--- src/rtl/bcb_pkg.sv ---
// Shared constants and types for the bit-clear and negative-branch executor
package bcb_pkg;
  // Widths
  localparam int unsigned PC_W        = 21;
  localparam int unsigned PROGRAM_TABLE_POINTER_W    = 21;
  localparam int unsigned ADDR_W      = 12;
  localparam int unsigned IDX_OFF_W   = 7;
  localparam int unsigned BANK_W      = 4;
  // Field positions and values
  localparam logic [7:0]  ILO_LIMIT   = 8'h5f;
  localparam logic [3:0]  ACCESS_HI   = 4'hf;
  localparam logic [7:0]  ACCESS_SPLIT = 8'h60;
  localparam logic [PC_W-1:0] PC_STEP = 21'h000002;
  // Reset values
  localparam logic [PC_W-1:0]     PC_RESET     = 21'h000000;
  localparam logic [BANK_W-1:0]   BANK_RESET   = 4'h0;
  localparam logic [PROGRAM_TABLE_POINTER_W-1:0] PROGRAM_TABLE_POINTER_RESET = 21'h000000;
  // Cycle counts
  localparam int unsigned BRANCH_CYCLES = 2;
  localparam int unsigned CLEAR_CYCLES  = 1;

  typedef enum logic [2:0]
  {
    BCB_IDLE  = 3'b001,
    BCB_EXEC  = 3'b010,
    BCB_FLUSH = 3'b100
  } bcb_state_e;
endpackage

--- src/rtl/bcb_addr_if.sv ---
// Address resolution request/answer bundle
`timescale 1ns/1ps
interface bcb_addr_if;
  import bcb_pkg::*;
  logic [7:0]        file_addr;
  logic              access_bit;
  logic              ext_set;
  logic [BANK_W-1:0] bank;
  logic [ADDR_W-1:0] fsr2;
  logic [ADDR_W-1:0] phys_addr;
  logic              indexed;
  modport requester (output file_addr, access_bit, ext_set, bank, fsr2,
                     input phys_addr, indexed);
  modport resolver (input file_addr, access_bit, ext_set, bank, fsr2,
                    output phys_addr, indexed);
endinterface

--- src/rtl/bcb_exec.sv ---
// Execution unit for bit clear and branch-if-negative with field handling
// Functional notes
// - Access bit zero ignores bank pointer
// - Access bit one uses bank pointer
// - Extended set, access bit zero, low operand: indexed literal offset
// - Branch only when negative flag set
// - Offset signed, doubled, added to PC
// - Target is address plus two plus 2n
// - Taken branch takes two cycles
// - Shadow registers used only when select set
// - Table pointer is 21 bits
// - Source index offset is 7 bits
// - Destination index offset is 7 bits
// - Branch operand is signed displacement
`timescale 1ns/1ps
module bcb_exec
  import bcb_pkg::*;
(
  // Clock and reset
  input  wire logic                 ref_clk_i,
  input  wire logic                 reset_i,
  // Decoded instruction
  input  wire logic                 instr_valid_i,
  input  wire logic                 clear_one_bit_op_i,
  input  wire logic                 branch_if_sign_set_op_i,
  input  wire logic [7:0]           file_addr_i,
  input  wire logic [2:0]           bit_sel_i,
  input  wire logic                 access_bit_i,
  input  wire logic [7:0]           branch_offset_i,
  input  wire logic                 ext_set_i,
  // Bank pointer load
  input  wire logic                 bank_load_i,
  input  wire logic [BANK_W-1:0]    bank_value_i,
  // Fast call/return
  input  wire logic                 fast_save_i,
  input  wire logic                 fast_restore_i,
  input  wire logic                 fast_select_i,
  input  wire logic [7:0]           wreg_i,
  input  wire logic [7:0]           status_i,
  // Status flag and index base
  input  wire logic                 negative_flag_i,
  input  wire logic [ADDR_W-1:0]    fsr2_i,
  // Indexed indirect offsets
  input  wire logic [IDX_OFF_W-1:0] source_index_offset_i,
  input  wire logic [IDX_OFF_W-1:0] dest_index_offset_i,
  // Table pointer load
  input  wire logic                 program_table_pointer_load_i,
  input  wire logic [PROGRAM_TABLE_POINTER_W-1:0]  program_table_pointer_value_i,
  // Data memory
  input  wire logic [7:0]           mem_rdata_i,
  output logic [ADDR_W-1:0]         mem_addr_o,
  output logic                      mem_rd_o,
  output logic                      mem_we_o,
  output logic [7:0]                mem_wdata_o,
  // Program counter and pipeline
  output logic [PC_W-1:0]           pc_o,
  output logic                      pipe_flush_o,
  output logic                      busy_o,
  // Shadow state
  output logic [7:0]                shadow_wreg_o,
  output logic [7:0]                shadow_status_o,
  output logic [BANK_W-1:0]         shadow_bank_o,
  output logic [7:0]                restore_wreg_o,
  output logic [7:0]                restore_status_o,
  output logic                      restore_valid_o,
  // Table pointer and index addresses
  output logic [PROGRAM_TABLE_POINTER_W-1:0]       program_table_pointer_o,
  output logic [ADDR_W-1:0]         src_index_addr_o,
  output logic [ADDR_W-1:0]         dst_index_addr_o,
  output logic                      indexed_mode_o,
  output logic [BANK_W-1:0]         ram_bank_pointer_o
);
  bcb_state_e          state;
  logic [BANK_W-1:0]   ram_bank_pointer;
  logic [PC_W-1:0]     pc;
  logic [PC_W-1:0]     next_pc;
  logic [PC_W-1:0]     branch_disp;
  logic                take_branch;
  logic                do_clear;
  bcb_addr_if          ra ();

  assign ra.file_addr  = file_addr_i;
  assign ra.access_bit = access_bit_i;
  assign ra.ext_set    = ext_set_i;
  assign ra.bank       = ram_bank_pointer;
  assign ra.fsr2       = fsr2_i;

  bcb_addr_resolve bcb_addr_resolve_i
  (
    .ra (ra.resolver)
  );

  assign do_clear    = instr_valid_i && clear_one_bit_op_i && state == BCB_IDLE;
  assign take_branch = instr_valid_i && branch_if_sign_set_op_i
                       && negative_flag_i && state == BCB_IDLE;
  assign branch_disp = {{(PC_W-9){branch_offset_i[7]}}, branch_offset_i, 1'b0};
  assign next_pc     = pc + PC_STEP + branch_disp;

  assign busy_o          = state != BCB_IDLE;
  assign pipe_flush_o    = state == BCB_FLUSH;
  assign mem_addr_o      = ra.phys_addr;
  assign mem_rd_o        = do_clear;
  assign indexed_mode_o  = ra.indexed;
  assign pc_o            = pc;
  assign ram_bank_pointer_o = ram_bank_pointer;

  always_ff @(posedge ref_clk_i)
  begin
    if (reset_i)
      state <= BCB_IDLE;
    else
    begin
      case (state)
        BCB_IDLE:
          state <= take_branch ? BCB_FLUSH : BCB_IDLE;
        BCB_FLUSH:
          state <= BCB_IDLE;
        default:
          state <= BCB_IDLE;
      endcase
    end
  end

  // Program counter
  always_ff @(posedge ref_clk_i)
  begin
    if (reset_i)
      pc <= PC_RESET;
    else if (take_branch)
      pc <= next_pc;
    else if (instr_valid_i && state == BCB_IDLE)
      pc <= pc + PC_STEP;
  end

  always_ff @(posedge ref_clk_i)
  begin
    if (reset_i)
    begin
      mem_we_o    <= 1'b0;
      mem_wdata_o <= 8'h00;
    end
    else
    begin
      mem_we_o    <= 1'b0;
      if (do_clear)
      begin
        mem_we_o    <= 1'b1;
        mem_wdata_o <= mem_rdata_i & ~(8'h01 << bit_sel_i);
      end
    end
  end

  // Bank pointer register
  always_ff @(posedge ref_clk_i)
  begin
    if (reset_i)
      ram_bank_pointer <= BANK_RESET;
    else if (bank_load_i)
      ram_bank_pointer <= bank_value_i;
    else if (fast_restore_i && fast_select_i)
      ram_bank_pointer <= shadow_bank_o;
  end

  always_ff @(posedge ref_clk_i)
  begin
    if (reset_i)
    begin
      shadow_wreg_o    <= 8'h00;
      shadow_status_o  <= 8'h00;
      shadow_bank_o    <= BANK_RESET;
      restore_wreg_o   <= 8'h00;
      restore_status_o <= 8'h00;
      restore_valid_o  <= 1'b0;
    end
    else
    begin
      restore_valid_o <= 1'b0;
      if (fast_save_i && fast_select_i)
      begin
        shadow_wreg_o   <= wreg_i;
        shadow_status_o <= status_i;
        shadow_bank_o   <= ram_bank_pointer;
      end
      if (fast_restore_i && fast_select_i)
      begin
        restore_wreg_o   <= shadow_wreg_o;
        restore_status_o <= shadow_status_o;
        restore_valid_o  <= 1'b1;
      end
    end
  end

  always_ff @(posedge ref_clk_i)
  begin
    if (reset_i)
      program_table_pointer_o <= PROGRAM_TABLE_POINTER_RESET;
    else if (program_table_pointer_load_i)
      program_table_pointer_o <= program_table_pointer_value_i;
  end

  always_ff @(posedge ref_clk_i)
  begin
    if (reset_i)
    begin
      src_index_addr_o <= 12'h000;
      dst_index_addr_o <= 12'h000;
    end
    else
    begin
      src_index_addr_o <= fsr2_i + {5'h00, source_index_offset_i};
      dst_index_addr_o <= fsr2_i + {5'h00, dest_index_offset_i};
    end
  end

  // Branch lands on target and flushes next cycle
  property p_branch_target;
    @(posedge ref_clk_i) disable iff (reset_i)
    take_branch |=> (pc == $past(next_pc)) && pipe_flush_o;
  endproperty
  a_branch_target: assert property (p_branch_target)
    else $error("branch target wrong");

  property p_not_taken;
    @(posedge ref_clk_i) disable iff (reset_i)
    (instr_valid_i && branch_if_sign_set_op_i && !negative_flag_i && !busy_o)
      |=> !pipe_flush_o && pc == $past(pc) + PC_STEP;
  endproperty
  a_not_taken: assert property (p_not_taken)
    else $error("untaken branch misbehaved");

  property p_two_cycle;
    @(posedge ref_clk_i) disable iff (reset_i)
    take_branch |=> busy_o ##1 !busy_o;
  endproperty
  a_two_cycle: assert property (p_two_cycle)
    else $error("branch not two cycles");

  property p_clear_bit;
    @(posedge ref_clk_i) disable iff (reset_i)
    do_clear |=> mem_we_o && !mem_wdata_o[$past(bit_sel_i)]
      && ((mem_wdata_o | (8'h01 << $past(bit_sel_i)))
          == ($past(mem_rdata_i) | (8'h01 << $past(bit_sel_i))));
  endproperty
  a_clear_bit: assert property (p_clear_bit)
    else $error("bit clear wrong");

  property p_one_write;
    @(posedge ref_clk_i) disable iff (reset_i)
    do_clear |=> mem_we_o ##1 !mem_we_o || $past(do_clear);
  endproperty
  a_one_write: assert property (p_one_write)
    else $error("bit clear write count wrong");

  property p_access_bank;
    @(posedge ref_clk_i) disable iff (reset_i)
    (!access_bit_i && !ext_set_i) |-> mem_addr_o[ADDR_W-1:8] ==
      (file_addr_i[7:5] >= 3'h3 ? ACCESS_HI : 4'h0);
  endproperty
  a_access_bank: assert property (p_access_bank)
    else $error("access bank address wrong");

  property p_banked;
    @(posedge ref_clk_i) disable iff (reset_i)
    access_bit_i |-> mem_addr_o == {ram_bank_pointer, file_addr_i};
  endproperty
  a_banked: assert property (p_banked)
    else $error("banked address wrong");

  property p_indexed;
    @(posedge ref_clk_i) disable iff (reset_i)
    (!access_bit_i && ext_set_i && file_addr_i <= ILO_LIMIT)
      |-> indexed_mode_o && mem_addr_o == fsr2_i + {4'h0, file_addr_i};
  endproperty
  a_indexed: assert property (p_indexed)
    else $error("indexed literal offset wrong");

  property p_shadow_hold;
    @(posedge ref_clk_i) disable iff (reset_i)
    !(fast_save_i && fast_select_i) |=> $stable(shadow_wreg_o);
  endproperty
  a_shadow_hold: assert property (p_shadow_hold)
    else $error("shadow changed without select");

  property p_restore;
    @(posedge ref_clk_i) disable iff (reset_i)
    (fast_restore_i && fast_select_i) |=> restore_valid_o
      && restore_wreg_o == $past(shadow_wreg_o);
  endproperty
  a_restore: assert property (p_restore)
    else $error("shadow restore wrong");
endmodule

--- src/rtl/bcb_addr_resolve.sv ---
// Data memory address resolver for banked, access and indexed modes
`timescale 1ns/1ps
module bcb_addr_resolve
  import bcb_pkg::*;
(
  bcb_addr_if.resolver ra
);
  always_comb
  begin
    ra.indexed   = 1'b0;
    if (!ra.access_bit && ra.ext_set && ra.file_addr <= ILO_LIMIT)
    begin
      ra.indexed   = 1'b1;
      ra.phys_addr = ra.fsr2 + {4'h0, ra.file_addr};
    end
    else if (!ra.access_bit)
    begin
      ra.phys_addr = (ra.file_addr < ACCESS_SPLIT) ? {4'h0, ra.file_addr}
                                                   : {ACCESS_HI, ra.file_addr};
    end
    else
    begin
      ra.phys_addr = {ra.bank, ra.file_addr};
    end
  end
endmodule

--- config.mk ---
export PLATFORM = sky130hd
export DESIGN_NAME = bcb_exec
export DESIGN_NICKNAME = d
export VERILOG_FILES = /design/src/rtl/bcb_pkg.sv /design/src/rtl/bcb_addr_if.sv /design/src/rtl/bcb_exec.sv /design/src/rtl/bcb_addr_resolve.sv
export SDC_FILE = /design/constraint.sdc
export NUM_CORES = 1
export LEC_CHECK = 0
export BUFFER_PORTS_ARGS = -buffer_cell sky130_fd_sc_hd__buf_2
export CAP_MARGIN = 20
export CORE_ASPECT_RATIO = 0.7
export CORE_MARGIN = 2
export CORE_UTILIZATION = 55
export CTS_CLUSTER_SIZE = 20
export DETAILED_ROUTE_END_ITERATION = 16
export GPL_TIMING_DRIVEN = 0
export PLACE_DENSITY = 0.95
export RECOVER_POWER = 50
export SLEW_MARGIN = 20
export SYNTH_ARGS = -nofsm -noshare
export SYNTH_HDL_FRONTEND = slang
export SYNTH_SLANG_ARGS = --single-unit
--- constraint.sdc ---
create_clock -name ref_clk_i -period 9.5 [get_ports ref_clk_i]
set_input_delay 0.95 -clock ref_clk_i [delete_from_list [all_inputs] [get_ports ref_clk_i]]
set_output_delay 0.95 -clock ref_clk_i [all_outputs]
set_load 0.1 [all_outputs]
==> results.json <==
{
  "setup_tns_ps": 0,
  "hpwl_mm": 16.4,
  "finalPower_w": 0.00173,
  "synthCells": 846,
  "die-area_um2": 13100,
  "async_flop_share_pct": 0,
  "seq_power_share_pct": 31.3,
  "grt_start_max_net_pins": 22,
  "drive_above_1_share_pct": 19.5,
  "setup_viol": 0,
  "diodes": 0,
  "cp-start-kind": "primary input",
  "seq_area_frac_synth_pct": 35.0,
  "p_sw_w": 0.000692,
  "synth_edf_count": 0,
  "crit_required_ps": 8550,
  "p_sw_share_pct": 40.1,
  "clock.fmax_mhz": 209,
  "drt-initial-drc-count": 515,
  "min_to": "restore_status_o[4]$_SDFFE_PP0P_",
  "hold_buffers": 0,
  "clk_latency_ps": 410,
  "whs_path_depth": 2,
  "die_y_um": 96.3,
  "p_clk_share_pct": 38.6,
  "ys_seq_elements": 117,
  "dr.pass1.iters": 6,
  "synth_area_per_cell_um2": 7.92,
  "hold_path.class": "register to register",
  "antenna_found_initial": 0,
  "startpoint": "fsr2_i[0]",
  "fin_crit_sh_pct": 50.3,
  "rsz0062_at_grt": "no",
  "cts_resized": 0,
  "r2r_slack_ps": 5430,
  "rows": 33,
  "cts_tree": "yes",
  "io_buffer_count": 232,
  "synthDistinctLibCells": 62,
  "synth-warning-count": 0,
  "clockBufferDepth": 2,
  "r2r_end": "pc_o[20]$_SDFFE_PP0P_",
  "path_clk_slew_ps": 70,
  "worst_ir_drop_vdd_v": 0.000135,
  "drtAntennaViolNets": 0,
  "drt-vias-per-instance": 5.72,
  "clock_sinks": 117,
  "cp-end-kind": "primary output",
  "cts-htree-levels": 4,
  "grt_use_total_pct": 31.5,
  "pin_count": 239,
  "max_cap_violations": 0,
  "area_growth_pct": 28.2,
  "hold_start": "restore_status_o[4]$_SDFFE_PP0P_",
  "status": "completed",
  "synthFlopType": "dfxtp_1",
  "num_vias": 7253,
  "place_inst": 1235,
  "avgRoutedWirePerCell_um": 17.0,
  "reg2regPathDepth": 14,
  "combPwrFrac_pct": 30.0,
  "cp_max_fo": 4,
  "grt-ovfl-total": 0,
  "path_delay_family": "compound AO/OA/AOI/OAI gates",
  "grt_pass1_wl_mm": 32.0,
  "crit_path_top_delay_cell": "buf_2",
  "p_per_area_nw_per_um2": 201,
  "wirelength_mm": 21.5,
  "slew_headroom_pct": 16.2,
  "yosysTopAreaCellShare_pct": 35.0,
  "finalNonFillerCells": 1267,
  "r2r_start": "pc_o[1]$_SDFFE_PP0P_",
  "power.leakage_nw": 3.96,
  "synth_fp_nets": 1003,
  "n_fill_cell": 923,
  "p_int_w": 0.00103,
  "post-cts-setup-buffers": 0,
  "final_max_slew_viol_count": 0,
  "gp_congestion": 0.983,
  "slowest_delay_ps": 490,
  "synth_top_area_cell": "dfxtp_1",
  "worstPathCellList": "clkbuf_1 > ha_1 > inv_1 > fa_1 > nor2b_1 > o21ai_0 > a21boi_0 > o21ai_0 > a21boi_0 > o21a_1 > nor3_1 > o32ai_1 > buf_2",
  "crit_buf_inv": 3,
  "synth_area_leaders": "dfxtp_1 (35%), ha_1 (8.6%), nand2_1 (7.4%)",
  "worst_pin_slew_ps": 1260,
  "grt_pass1_vias": 6489,
  "path_class": "primary input to primary output",
  "start_util_pct": 56.7,
  "skew_ps": 8.67,
  "min_period_ps": 4780,
  "critPathArrivalTime_ps": 3830,
  "whs_ps": 453,
  "drc_errors": 0,
  "final_net_count": 1254,
  "die_w_um": 136,
  "root_buffer": "clkbuf_16",
  "finalHoldViolCount": 0,
  "coreArea_um2": 11800,
  "cts_buffers": 17,
  "netlist_area_um2": 6700
}
==> cells in the mapped netlist (3+ instances only) <==
| master | instances |
|---|---|
| nor3_1 | 21 |
| or2_2 | 3 |
| or3_1 | 4 |
| nand3_1 | 26 |
| inv_1 | 31 |
| o31ai_1 | 4 |
| o311ai_0 | 4 |
| nor4_1 | 3 |
| o211ai_1 | 3 |
| a221oi_1 | 5 |
| mux2i_1 | 25 |
| nand4_1 | 4 |
| xnor2_1 | 22 |
| nand3b_1 | 3 |
| dfxtp_1 | 117 |
| xor2_1 | 21 |
| nand2b_1 | 8 |
| clkbuf_1 | 33 |
| o21ai_0 | 43 |
| fa_1 | 4 |
| nand2_1 | 132 |
| nor2_1 | 74 |
| a21oi_1 | 86 |
| a21o_1 | 12 |
| ha_1 | 46 |
| a22oi_1 | 3 |
| o21a_1 | 6 |
| a211o_1 | 3 |
| buf_1 | 6 |
| a31oi_1 | 5 |
| and2_1 | 5 |
| a211oi_1 | 17 |
| and3_1 | 11 |
| nor2b_1 | 13 |
| a21boi_0 | 8 |
==> cell type report <==
type / count / area [um^2] / area share [%]
sequential: 117 / 2340 / 27.3
inverter: 32 / 120 / 1.40
buffer: 44 / 181 / 2.11
clock buffer: 17 / 425 / 4.96
multi-input combinational: 653 / 4050 / 47.2
timing repair buffer: 232 / 1090 / 12.7
tap: 157 / 196 / 2.29
clock inverter: 15 / 180 / 2.10
==> cells in the final DEF, fill, tap and decap left out, types with 6 or more instances in the layout <==
cell type	synthesis	routed
clkbuf_1	33	97
xor2_1	21	21
and3_1	11	11
inv_6	0	8
nor2b_1	13	13
o21ai_0	43	43
ha_1	46	46
a211oi_1	17	17
inv_1	31	31
a21boi_0	8	8
a21oi_1	86	86
nor2_1	74	74
clkbuf_16	0	17
nand2b_1	8	8
nand3_1	26	26
nor3_1	21	21
o21a_1	6	6
buf_2	2	173
mux2i_1	25	25
a21o_1	12	12
dfxtp_1	117	117
xnor2_1	22	22
nand2_1	132	132
==> worst max path at each step <==
stage,depth (start not counted),slack (ps),endpoint
2_1_floorplan,11,3720,mem_addr_o[8]
3_3_place_gp,13,4970,mem_addr_o[8]
4_1_cts,13,4830,mem_addr_o[8]
5_1_grt,13,4460,mem_addr_o[8]
6_report,13,4720,mem_addr_o[8]
3_5_place_dp,13,4920,mem_addr_o[8]
==> tightest hold or removal path: stages (launching register included) <==
cell and delay [ps]:
dfxtp_1 310, nand2_1 50, a21oi_1 50
==> state kept, by name, indices dropped and copies added (netlist names), 8 cells and up <==
signal / count
dst_index_addr_o: 12
src_index_addr_o: 12
pc_o: 20
mem_wdata_o: 8
restore_wreg_o: 8
shadow_status_o: 8
restore_status_o: 8
shadow_wreg_o: 8
program_table_pointer_o: 21
==> cell families after synthesis <==
logic type	count (synthesis)	share of synthesized area, %
xor gates and xnor gates	43	5.62
DFF	117	35.0
other	1	0.0560
adders and majority gates	50	9.79
muxes	25	3.74
AOI/OAI and AO/OA	214	19.5
buffers and inverters	76	4.52
and+or+nand+nor	320	21.8
==> layer usage <==
metal / up-vias / track usage, % / routed length, um
met2: 391 / 51.9 / 9850
li1: 3461 / - / -
met3: 46 / 8.37 / 2350
met5: - / 0 / 0
met4: 0 / 11.0 / 445
met1: 3355 / 40.3 / 8850
==> power groups by stage <==
| stage | combinational (W) | clock, W | sequential, W |
|---|---|---|---|
| floorplan | 0.000204 | 0 | 0.000753 |
| global placement | 0.000508 | 0 | 0.000549 |
| detailed placement | 0.000516 | 0 | 0.000550 |
| CTS | 0.000519 | 0.000672 | 0.000540 |
| global route | 0.000548 | 0.000695 | 0.000544 |
| finish | 0.000518 | 0.000667 | 0.000541 |
==> stage by stage <==
step	utilization, %	area [um^2]	setup slack, ps
final	72.7	8580	4720
after global routing	72.7	8580	4460
after CTS	73.3	8660	4830
after detailed placement	68.2	8060	4920
after global placement	68.2	8060	4970
after floorplan	-	6700	3720
No activity file was read; power rests on OpenSTA's default activity.
